### src/verilog/pic_regs.svh
// Register addresses, field positions, reset values and timing counts of the interrupt controller.
`ifndef PIC_REGS_SVH
`define PIC_REGS_SVH

`define PIC_ADDR_ENABLE_EXT   8'h2c
`define PIC_ADDR_PENDING_EXT  8'h2e
`define PIC_ADDR_ENABLE_LOW   8'h3a
`define PIC_ADDR_ENABLE_HIGH  8'h3b
`define PIC_ADDR_PENDING_LOW  8'h3c
`define PIC_ADDR_PENDING_HIGH 8'h3d

`define PIC_NUM_SOURCES       24
`define PIC_FIRST_LATCH       2
`define PIC_FIRST_MASKABLE    4
`define PIC_LAST_SOURCE       23
`define PIC_BIT_ADDR_TRAP     2
`define PIC_BIT_WDOG          3
`define PIC_BIT_EXT0          4
`define PIC_BIT_MASTER        0
`define PIC_IDX_SOFT_TRAP     5'h01

`define PIC_VEC_BASE_LO       16'hfffe
`define PIC_VEC_BASE_HI       16'hffde
`define PIC_VEC_SPLIT         5'h10

`define PIC_RESET_LATCH       22'h000000
`define PIC_RESET_ENABLE      20'h00000
`define PIC_RESET_MASTER      1'h0

`define PIC_ACCEPT_MCYC       8
`define PIC_MCYC_CLKS         4
`define PIC_PUSH_BYTES        3

`endif

### src/verilog/pic_pkg.sv
// Types shared by the interrupt controller modules.
package pic_pkg;
    typedef enum logic [0:0] {
        PIC_IDLE,
        PIC_SEQ
    } pic_state_t;
    typedef logic [23:2] pic_latch_t;
    typedef logic [23:4] pic_enable_t;
    typedef logic [4:0]  pic_idx_t;
endpackage

### src/verilog/pic_arb_if.sv
// Signals between the controller core and its priority arbiter.
`timescale 1ns/1ps
interface pic_arb_if;
    import pic_pkg::*;
    pic_latch_t  pending;
    pic_enable_t enable;
    logic        master;
    logic        pin_en;
    logic        soft_req;
    logic        win_valid;
    logic        win_maskable;
    pic_idx_t    win_idx;
    logic [15:0] win_vec;
    modport ctrl (output pending, enable, master, pin_en, soft_req,
                  input win_valid, win_maskable, win_idx, win_vec);
    modport arb  (input pending, enable, master, pin_en, soft_req,
                  output win_valid, win_maskable, win_idx, win_vec);
endinterface

### src/verilog/pic_arbiter.sv
// Fixed-priority arbiter that picks the winning source and its vector.
`timescale 1ns/1ps
`include "pic_regs.svh"
module pic_arbiter
    import pic_pkg::*;
(
    pic_arb_if.arb arb
);
    pic_latch_t req;

    // Non-maskable latches pass ungated; maskable ones need the master and their own enable.
    genvar g;
    generate
        for (g = `PIC_FIRST_LATCH; g <= `PIC_LAST_SOURCE; g = g + 1) begin : g_req
            if (g < `PIC_FIRST_MASKABLE) begin : g_nmi
                assign req[g] = arb.pending[g]; // RL18
            end else if (g == `PIC_BIT_EXT0) begin : g_ext0
                assign req[g] = arb.pending[g] & arb.master & arb.enable[g] & arb.pin_en; // RL7
            end else begin : g_mask
                assign req[g] = arb.pending[g] & arb.master & arb.enable[g]; // RL8 RL20
            end
        end
    endgenerate

    function automatic logic [15:0] pic_vector(input pic_idx_t idx);
        logic [15:0] off;
        off = {10'h000, idx, 1'b0};
        if (idx < `PIC_VEC_SPLIT) begin
            pic_vector = `PIC_VEC_BASE_LO - off;
        end else begin
            pic_vector = `PIC_VEC_BASE_HI - off;
        end
    endfunction

    // Lowest index wins; the software and illegal-opcode traps share one vector and sit first.
    always_comb begin
        pic_idx_t idx;
        logic     found;
        idx   = 5'h00;
        found = 1'b0;
        if (arb.soft_req) begin
            idx   = `PIC_IDX_SOFT_TRAP; // RL5 RL4
            found = 1'b1;
        end
        for (int i = `PIC_LAST_SOURCE; i >= `PIC_FIRST_LATCH; i--) begin
            if (req[i] && !arb.soft_req) begin
                idx   = 5'(i); // RL3
                found = 1'b1;
            end
        end
        arb.win_valid    = found;
        arb.win_idx      = idx;
        arb.win_maskable = found && (idx >= 5'(`PIC_FIRST_MASKABLE));
        arb.win_vec      = pic_vector(idx); // RL1 RL6
    end
endmodule

### src/verilog/pic_ctrl.sv
// Vectored fixed-priority interrupt controller: latches, enables, master flag and acceptance sequence.
// Overview of operation
// (RL1) Twenty-four sources besides reset on twenty-three vectors; nesting by priority.
// (RL2) Software, illegal-opcode, address and watchdog traps are non-maskable; others are maskable.
// (RL3) Simultaneous enabled requests are taken lowest priority number first.
// (RL4) Non-maskable sources share priority level 2 with no ranking among them; the code ranks software/illegal-opcode traps, then address trap, then watchdog.
// (RL5) Software and illegal-opcode traps have no latch and vector to FFFC.
// (RL6) Address trap uses latch bit 2, vector FFFA; watchdog bit 3, FFF8.
// (RL7) External source 0 needs master, enable bit 4 and pin enable; vector FFF6.
// (RL8) A maskable request needs its latch, its enable and the master enable.
// (RL9) A latch sets on its source's request and holds until accepted or cleared.
// (RL10) Acceptance clears the accepted source's latch at once.
// (RL11) Reset clears every latch.
// (RL12) Latches sit at 002E, 003C, 003D; writing 0 clears a bit.
// (RL13) Software writes 1 to the address-trap and watchdog latch bits.
// (RL14) Software clears latches by whole-register loads only.
// (RL15) Writing 1 to a latch bit does nothing; only hardware sets latches.
// (RL16) Latches read back the current request state of every source; the code has no read-back for the software and illegal-opcode traps.
// (RL17) Software clears the master around enable or latch changes in main code.
// (RL18) Non-maskable sources ignore the master and individual enables.
// (RL19) Enables sit at 002C, 003A, 003B and are fully readable and writable.
// (RL20) With the master clear no maskable interrupt is accepted.
// (RL21) Acceptance saves the master then clears it; either return restores it.
// (RL22) Master is bit 0 at 003A, set and cleared by instructions, reset to 0.
// (RL23) Trap and watchdog events give a reset while their routing select is set.
// (RL24) The acceptance sequence takes eight machine cycles.
// (RL25) Acceptance pushes status with master, PC high, PC low; stack drops by three.
// (RL26) Reset clears all individual enables.
// (RL27) The winning vector is a registered output, stable through the sequence.
// (RL28) A hardware set in the same cycle as a clear leaves the latch set.
`timescale 1ns/1ps
`include "pic_regs.svh"
module pic_ctrl
    import pic_pkg::*;
#(
    parameter int MCYC_CLKS = `PIC_MCYC_CLKS
)(
    // Clock, reset and clock enable.
    input  wire logic        ref_clk,
    input  wire logic        rst_n,
    input  wire logic        ce,
    // Special-function register port.
    input  wire logic [7:0]  sfr_addr,
    input  wire logic        sfr_wr,
    input  wire logic        sfr_rd,
    input  wire logic [7:0]  sfr_wdata,
    output logic      [7:0]  sfr_rdata,
    // Interrupt sources.
    input  wire logic [23:4] src_irq,
    input  wire logic        addr_trap_irq,
    input  wire logic        wdog_irq,
    input  wire logic        soft_trap_irq,
    input  wire logic        illegal_opcode_irq,
    input  wire logic        ext0_pin_enable,
    input  wire logic        addr_trap_route_sel,
    input  wire logic        wdog_route_sel,
    // Processor core handshake.
    input  wire logic        core_take,
    input  wire logic        set_master_op,
    input  wire logic        clear_master_op,
    input  wire logic        maskable_return_op,
    input  wire logic        nonmaskable_return_op,
    input  wire logic        restored_master,
    output logic             core_irq_req,
    output logic      [15:0] core_vector,
    output logic             accept_busy,
    output logic      [1:0]  push_sel,
    output logic             sp_dec,
    output logic             status_master,
    output logic             malfunction_reset
);
    localparam int ACC_CLKS = `PIC_ACCEPT_MCYC * MCYC_CLKS;
    localparam int PUSH_CLKS = `PIC_PUSH_BYTES * MCYC_CLKS;
    localparam int BUSY_CLKS = ACC_CLKS + 1;

    generate
        if (MCYC_CLKS < 1 || MCYC_CLKS > 16) begin : g_bad_mcyc
            $error("pic_ctrl: MCYC_CLKS must lie between 1 and 16");
        end
    endgenerate

    pic_arb_if arb ();

    pic_arbiter u_arbiter (
        .arb (arb)
    );

    ////////////////////////////////////////////////////////////////////////////////
    // Latches, enables and master flag.

    pic_latch_t  pending;
    pic_latch_t  next_pending;
    pic_enable_t enable;
    pic_enable_t next_enable;
    logic        master;
    logic        next_master;
    logic        reset_req;
    logic        next_reset_req;
    pic_latch_t  hw_set;
    pic_latch_t  sw_keep;
    pic_latch_t  acc_clr;
    logic        accept;
    pic_state_t  state;
    pic_state_t  next_state;

    assign accept = ce && state == PIC_IDLE && core_take && arb.win_valid;

    always_comb begin
        // Routed traps become a reset request instead of setting their latch.
        hw_set        = {src_irq, wdog_irq && !wdog_route_sel, addr_trap_irq && !addr_trap_route_sel}; // RL23 RL9
        next_reset_req = (addr_trap_irq && addr_trap_route_sel) || (wdog_irq && wdog_route_sel); // RL23
        sw_keep = '1;
        if (sfr_wr) begin
            case (sfr_addr)
                `PIC_ADDR_PENDING_EXT:  sw_keep[23:16] = sfr_wdata; // RL12
                `PIC_ADDR_PENDING_HIGH: sw_keep[15:8]  = sfr_wdata; // RL12
                `PIC_ADDR_PENDING_LOW:  sw_keep[7:2]   = sfr_wdata[7:2]; // RL12 RL13
                default:                sw_keep        = '1;
            endcase
        end
        acc_clr = '0;
        if (accept && arb.win_idx >= 5'(`PIC_FIRST_LATCH)) begin
            acc_clr[arb.win_idx] = 1'b1; // RL10
        end
        // Ones written only keep; a hardware set beats any clear in the same cycle.
        next_pending = (pending & sw_keep & ~acc_clr) | hw_set; // RL15 RL28

        next_enable = enable;
        if (sfr_wr) begin
            case (sfr_addr)
                `PIC_ADDR_ENABLE_EXT:  next_enable[23:16] = sfr_wdata; // RL19
                `PIC_ADDR_ENABLE_HIGH: next_enable[15:8]  = sfr_wdata; // RL19
                `PIC_ADDR_ENABLE_LOW:  next_enable[7:4]   = sfr_wdata[7:4]; // RL19
                default:               next_enable        = enable;
            endcase
        end

        next_master = master;
        if (accept) begin
            next_master = 1'b0; // RL21
        end else if (maskable_return_op || nonmaskable_return_op) begin
            next_master = restored_master; // RL21
        end else if (set_master_op) begin
            next_master = 1'b1; // RL22
        end else if (clear_master_op) begin
            next_master = 1'b0; // RL22
        end else if (sfr_wr && sfr_addr == `PIC_ADDR_ENABLE_LOW) begin
            next_master = sfr_wdata[`PIC_BIT_MASTER]; // RL22
        end
    end

    always_ff @(posedge ref_clk or negedge rst_n) begin
        if (!rst_n) begin
            pending   <= `PIC_RESET_LATCH; // RL11
            enable    <= `PIC_RESET_ENABLE; // RL26
            master    <= `PIC_RESET_MASTER; // RL22
            reset_req <= 1'b0;
        end else if (ce) begin
            pending   <= next_pending;
            enable    <= next_enable;
            master    <= next_master;
            reset_req <= next_reset_req;
        end
    end

    assign malfunction_reset = reset_req;

    assign arb.pending  = pending;
    assign arb.enable   = enable;
    assign arb.master   = master;
    assign arb.pin_en   = ext0_pin_enable;
    assign arb.soft_req = soft_trap_irq || illegal_opcode_irq; // RL2 RL5

    ////////////////////////////////////////////////////////////////////////////////
    // Register read-back.

    logic [7:0] next_rdata;

    always_comb begin
        next_rdata = 8'h00;
        if (sfr_rd) begin
            case (sfr_addr)
                `PIC_ADDR_ENABLE_EXT:   next_rdata = enable[23:16]; // RL19
                `PIC_ADDR_ENABLE_HIGH:  next_rdata = enable[15:8];
                `PIC_ADDR_ENABLE_LOW:   next_rdata = {enable[7:4], 3'h0, master};
                `PIC_ADDR_PENDING_EXT:  next_rdata = pending[23:16]; // RL16
                `PIC_ADDR_PENDING_HIGH: next_rdata = pending[15:8];
                `PIC_ADDR_PENDING_LOW:  next_rdata = {pending[7:2], 2'h0};
                default:                next_rdata = 8'h00;
            endcase
        end
    end

    always_ff @(posedge ref_clk or negedge rst_n) begin
        if (!rst_n) begin
            sfr_rdata <= 8'h00;
        end else if (ce) begin
            sfr_rdata <= next_rdata;
        end
    end

    ////////////////////////////////////////////////////////////////////////////////
    // Acceptance sequence.

    logic [7:0]  seq_cnt;
    logic [7:0]  next_seq_cnt;
    logic [15:0] next_vector;
    logic        next_req;
    logic        next_status_master;
    logic [1:0]  next_push_sel;
    logic        next_sp_dec;

    always_comb begin
        next_state         = state;
        next_seq_cnt       = seq_cnt;
        next_vector        = core_vector;
        next_status_master = status_master;
        next_req           = 1'b0;
        next_push_sel      = 2'h0;
        next_sp_dec        = 1'b0;
        case (state)
            PIC_IDLE: begin
                next_req = arb.win_valid && !accept;
                if (accept) begin
                    next_state         = PIC_SEQ;
                    next_seq_cnt       = 8'h00;
                    next_vector        = arb.win_vec; // RL27
                    next_status_master = master; // RL21 RL25
                    next_push_sel      = 2'h1; // RL25
                    next_sp_dec        = 1'b1;
                end
            end
            PIC_SEQ: begin
                next_seq_cnt = seq_cnt + 8'h01;
                if (int'(next_seq_cnt) % MCYC_CLKS == 0 && int'(next_seq_cnt) < PUSH_CLKS) begin
                    next_push_sel = push_sel == 2'h0 ? 2'h0 : push_sel;
                    next_push_sel = 2'(int'(next_seq_cnt) / MCYC_CLKS + 1); // RL25
                    next_sp_dec   = 1'b1;
                end else if (int'(next_seq_cnt) < PUSH_CLKS) begin
                    next_push_sel = push_sel;
                end
                if (int'(next_seq_cnt) >= ACC_CLKS) begin
                    next_state = PIC_IDLE; // RL24
                end
            end
            default: begin
                next_state = PIC_IDLE;
            end
        endcase
    end

    always_ff @(posedge ref_clk or negedge rst_n) begin
        if (!rst_n) begin
            state         <= PIC_IDLE;
            seq_cnt       <= 8'h00;
            core_vector   <= 16'h0000;
            core_irq_req  <= 1'b0;
            status_master <= 1'b0;
            push_sel      <= 2'h0;
            sp_dec        <= 1'b0;
            accept_busy   <= 1'b0;
        end else if (ce) begin
            state         <= next_state;
            seq_cnt       <= next_seq_cnt;
            core_vector   <= next_vector;
            core_irq_req  <= next_req;
            status_master <= next_status_master;
            push_sel      <= next_push_sel;
            sp_dec        <= next_sp_dec;
            accept_busy   <= next_state == PIC_SEQ;
        end
    end
endmodule

### config.mk
export PLATFORM = sky130hd
export DESIGN_NAME = pic_ctrl
export DESIGN_NICKNAME = d
export VERILOG_FILES = /design/src/verilog/pic_pkg.sv /design/src/verilog/pic_arb_if.sv /design/src/verilog/pic_arbiter.sv /design/src/verilog/pic_ctrl.sv
export VERILOG_INCLUDE_DIRS = /design/src /design/src/verilog
export SDC_FILE = /design/constraint.sdc
export NUM_CORES = 1
export LEC_CHECK = 0
export BUFFER_PORTS_ARGS = -buffer_cell sky130_fd_sc_hd__buf_4
export CAP_MARGIN = 25
export CELL_PAD_IN_SITES_DETAIL_PLACEMENT = 0
export CELL_PAD_IN_SITES_GLOBAL_PLACEMENT = 1
export CORE_AREA = 2 2 109 111
export CTS_CLUSTER_SIZE = 25
export DETAILED_ROUTE_END_ITERATION = 8
export DIE_AREA = 0 0 111 113
export GPL_ROUTABILITY_DRIVEN = 1
export PLACE_DENSITY_LB_ADDON = 0.1
export SYNTH_ARGS = -nofsm -noshare
export SYNTH_HDL_FRONTEND = slang
export SYNTH_HIERARCHICAL = 1
export SYNTH_SLANG_ARGS = --single-unit
### constraint.sdc
create_clock -name ref_clk -period 3.3 [get_ports ref_clk]
set_input_delay 0.495 -clock ref_clk [delete_from_list [all_inputs] [get_ports ref_clk]]
set_output_delay 0.495 -clock ref_clk [all_outputs]
set_load 0.1 [all_outputs]
== Yosys cells after proc, flatten, opt, wreduce, memory -nomap -nowiden ==
Cells that the tools add are included.
Word-level totals
  output and inout bits: 31
  input port bits: 54
  register bits after elaboration: 82
  word-level logic and storage cells: 201
Cells by class
  magnitude comparators: 6
  add/sub/neg operators: 4
  reduce and logical (&&, ||, !) cells: 50
  mux-type cells: 73
  bitwise operators: 46
  equality and inequality tests: 8
Operator list (number)
  $mux W5: 22
  $eq A8 B6 Y1 const B: 6
  $pmux W8 S6: 1
  $and A22 B22 Y22: 2
  $mux W22: 2
  $and A1 B1 Y1: 41
  $mux W1: 35
  $logic_and A1 B1 Y1: 34
  $logic_not A32 Y1: 1
  $mux W8: 4
  $not A22 Y22: 1
  $or A22 B22 Y22: 1
  $mux W16: 1
  $pmux W8 S2: 1
  $reduce_and A3 Y1: 4
  $add A8 B1 Y8 const B: 1
  $ge A8 B6 Y1 const B: 1
  $lt A8 B4 Y1 const B: 1
  $sub A2 B7 Y8 const A: 1
  $sub A7 B7 Y8 const A: 1
  $lt A5 B6 Y1 const B: 1
  $mux W6: 1
  $reduce_and A2 Y1: 3
  $demux W1 S5: 1
  13 further kinds: 20

== Logic depth before layout (Yosys ltp) ==
  depth in word-level cells: 33
  mapped depth: 11
  gate-level depth less buffers: 11

== Modules after synthesis ==
Netlist, hierarchy kept.
Modules (own cells, without submodules)
  pic_ctrl: cells an instance 415, area an instance 4175.3 µm², times used 1
  pic_arbiter: cells an instance 88, area an instance 600.6 µm², times used 1

== Worst setup path before layout ==
Ideal clock, no wire load.
  kind: input port to flip-flop
  start: in illegal_opcode_irq
  end: reg pending[6], in the netlist arb.pending[6]
  buffers on the path: 0
  data arrival time: 2.531 ns
  path slack: 0.648 ns
  cell stages on the path: 10
  cell sequence: or2_2 > nand2b_4 > a21oi_2 > nor4b_2 > o31ai_2 > inv_1 > or3b_2 > o22ai_1 > nand2_1 > a22o_1
On the way
  cells in the longest elaborated chain, start to end: 33
  elaborated cells between the ends (all ways): 82
Ends and longest elaborated chain
  start: declaration: line pic_ctrl.sv:53  | input wire logic illegal_opcode_irq,
  $logic_or A1 B1 Y1 (*): line pic_ctrl.sv:172  | assign arb.soft_req = soft_trap_irq || illegal_opcode_irq;
  $logic_not A1 Y1 (*): line pic_arbiter.sv:46  | if (req[i] && !arb.soft_req) begin
  $logic_and A1 B1 Y1: line pic_arbiter.sv:46
  $mux W5 (21 in a row): line pic_arbiter.sv:46
  $mux W5 (*): line pic_arbiter.sv:46
  via arb.win_idx[2]: line pic_arb_if.sv:12  | pic_idx_t win_idx;
  $lt A5 B6 Y1 (not written as such) / $ge A5 B1 Y1 (equally long branches): line pic_ctrl.sv:123  | acc_clr[arb.win_idx] = 1'b1;
  $logic_and A1 B1 Y1 (not written as such): line pic_ctrl.sv:123
  $mux W1 (not written as such): line pic_ctrl.sv:123
  $demux W1 S5: line pic_ctrl.sv:123
  $mux W22 (*): line pic_ctrl.sv:122  | if (accept && arb.win_idx >= 5'(`PIC_FIRST_LATCH)) begin
  $not A22 Y22 (*): line pic_ctrl.sv:126  | next_pending = (pending & sw_keep & ~acc_clr) | hw_set;
  $and A22 B22 Y22 (*): line pic_ctrl.sv:126
  $or A22 B22 Y22 (*): line pic_ctrl.sv:126
  end signal: assignment: line pic_ctrl.sv:154  | pending <= `PIC_RESET_LATCH;
  end signal: assignment: line pic_ctrl.sv:159  | pending <= next_pending;
  end: declaration: line pic_ctrl.sv:91  | pic_latch_t pending;
The timed path passes the listed nets; every way through them passes the cells marked *.
A chain may end at the register's enable or synchronous reset.

== Worst setup path in the final report ==
  start: reg pending[5], in the netlist arb.pending[5]
  end: reg pending[3], in the netlist arb.pending[3]
On the way
  cells in the longest elaborated chain, start to end: 17
  elaborated cells between the ends (all ways): 27
Ends and longest elaborated chain
  $and A1 B1 Y1 (*) (2 in a row): line pic_arbiter.sv:20  | assign req[g] = arb.pending[g] & arb.master & arb.enable[g];
  $logic_and A1 B1 Y1 (*): line pic_arbiter.sv:46
  $mux W5 (*) (6 in a row): line pic_arbiter.sv:46
  via arb.win_idx[0]: line pic_arb_if.sv:12
  $lt A5 B6 Y1 (not written as such) / $ge A5 B1 Y1 (equally long branches): line pic_ctrl.sv:123
  $logic_and A1 B1 Y1 (not written as such): line pic_ctrl.sv:123
  $mux W1 (not written as such): line pic_ctrl.sv:123
  $demux W1 S5: line pic_ctrl.sv:123
  $mux W22 (*): line pic_ctrl.sv:122
  $not A22 Y22 (*): line pic_ctrl.sv:126
  $and A22 B22 Y22 (*): line pic_ctrl.sv:126
  $or A22 B22 Y22 (*): line pic_ctrl.sv:126
Marks and branches as above.

==> impl_metrics.yaml <==
run:
  drv_cap: 0
final_layout:
  antennaDiodeCount: 0
  drive_gt1_share_pct: 25.1
  syn_to_final_growth_pct: 22.6
  nNetsFinal: 632
  utilization_pct: 51.8
cts:
  post_cts_resized: 0
  numCtsBuffers: 9
  cts.clk_slew.worst_paths_ns: 0.06
  root_buffer: "clkbuf_16"
  cts_tree: "yes"
  numClockSinks: 82
  htreeDepth: 3
  postCtsSetupBuffers: 0
  holdBufCountCts: 0
  clockBufferDepth: 2
  worstSkewPairLatency_ns: 0.34
floorplanning:
  start_util_pct: 42.3
  die_area_um2: 12500
  dieWidth_um: 111
  die_h_um: 113
  rows: 39
  ioPinCount: 85
  core_um2: 11300
timing:
  finalCriticalPeriod_ns: 2.66
  final-max-slew-violation-count: 0
  fin_setup_tns_ns: 0
  finalHoldViolations: 0
  rsz0062_at_grt: "false"
  setup_viol_count_final: 0
  maxClockFrequency_ghz: 0.377
  period_share_pct: 80.5
  skew_ns: 0.00677
  tightest_slew_ns: 0.693
  slew_headroom_pct: 53.5
drt:
  first_iter_violations: 356
  final_antenna_net_count: 0
  wl_per_cell_um: 19.1
  via_per_inst: 5.74
  drcViolationCount: 0
  dr.pass1.iters: 5
  drt-total-wl_mm: 13.8
  vias: 4155
setup_path:
  cp_data_required_time_ns: 3.53
  cp-start-kind: "register"
  endpoint_kind: "register"
  critPathArrivalTime_ns: 2.88
  cp_max_fo: 5
  crit_type: "reg -> reg"
  reg2reg_from: "arb.pending[5]"
  startpoint: "arb.pending[5]"
logic_synthesis:
  syn_avg_cell_area_um2: 9.49
  synth_cells: 502
  synth_warnings: 6
  netlist_area_um2: 4770
power:
  peakVddDrop_mv: 0.440
  power_leakage_nw: 2.70
  powerDensity_nw_per_um2: 618
  p_total_mw: 3.61
grt:
  grt_pass1_vias: 3997
  antenna_found_initial: 0
  grt_max_degree: 48
  grt_usage_pct: 22.9
  grt_first_pass_wirelength_mm: 22.5
  grt_overflow_total: 0
worst_hold_path:
  worstHoldPathType: "in -> async"
placed_design:
  io_buffers: 84
  dp_hpwl_mm: 10.2
  routabilityCongestion: 0.900
run_status:
  status: "finished clean"
-- layout by cell type, fill, tap and decap left out, drive strengths merged, types with 4 or more instances in the layout --
cell type / count
nand3: 14
nand2: 105
a21oi: 13
bufinv: 4
a22o: 25
o221ai: 4
mux2: 22
or3: 4
clkbuf: 11
nand4: 4
o22ai: 26
buf: 89
conb: 11
mux2i: 15
a31oi: 4
dfrtp: 82
a22oi: 9
nand2b: 16
a2bb2oi: 5
nor2: 19
o21ai: 16
inv: 13
-- layer usage --
layer | vias up | global-route usage, % | share of wire (%)
met2 | 152 | 32.7 | 43
met5 | - | 0 | 0
met1 | 2022 | 35.5 | 50
li1 | 1967 | - | -
met3 | 14 | 3.48 | 5.5
met4 | 0 | 7.67 | 1.5
-- area by class of cell --
cell class | count | area (um^2)
Clock buffer | 11 | 243
Clock inverter | 5 | 125
Fill cell | 1076 | 5430
Inverter | 13 | 48.8
Multi-Input combinational cell | 381 | 2500
Sequential cell | 82 | 2050
Tap cell | 143 | 179
Timing Repair Buffer | 89 | 688
-- registers in the layout, indices dropped and copies added (netlist names), 2 cells and up --
register	count
arb.pending	22
push_sel	2
sfr_rdata	8
core_vector	16
seq_cnt	8
arb.enable	20
-- where the power goes --
part	leakage (nW)	switching (mW)	total, mW	internal [mW]
sequential	0.987	0.0965	1.21	1.11
combinational	1.54	0.860	1.15	0.288
clock	0.180	0.416	1.25	0.836
-- path summary, 6_finish.rpt --
kind	to	slack [ns]	cells past startpoint
min in group ref_clk	arb.pending[1]	0.33	2
max	arb.pending[3]	0.64	10
max reg2reg	arb.pending[3]	0.64	10
min	sfr_rdata[6]	0.11	1
max in group asynchronous	core_vector[13]	2.58	2
min reg2reg	core_vector[14]	0.48	2
-- critical path, cell delays in order (launching register included) --
cell       delay [ns]
dfrtp_1          0.41
nand2_1          0.16
a32oi_1          0.23
o21ai_0          0.16
a31oi_1          0.25
a2bb2oi_1        0.27
inv_1            0.08
or3_1            0.49
o22ai_1          0.20
nand2_1          0.09
a22o_1           0.20
-- per-stage QoR --
step,hold slack [ns],instance area [um^2],instances,setup WS (ns)
2_1_floorplan,0.199,4800,511,0.731
3_3_place_gp,0.461,5450,707,0.344
3_5_place_dp,0.463,5470,708,0.345
4_1_cts,0.134,5840,724,0.681
5_1_grt,0.162,5840,724,0.403
6_report,0.112,5840,724,0.645
(Power assumes the default switching activity.)
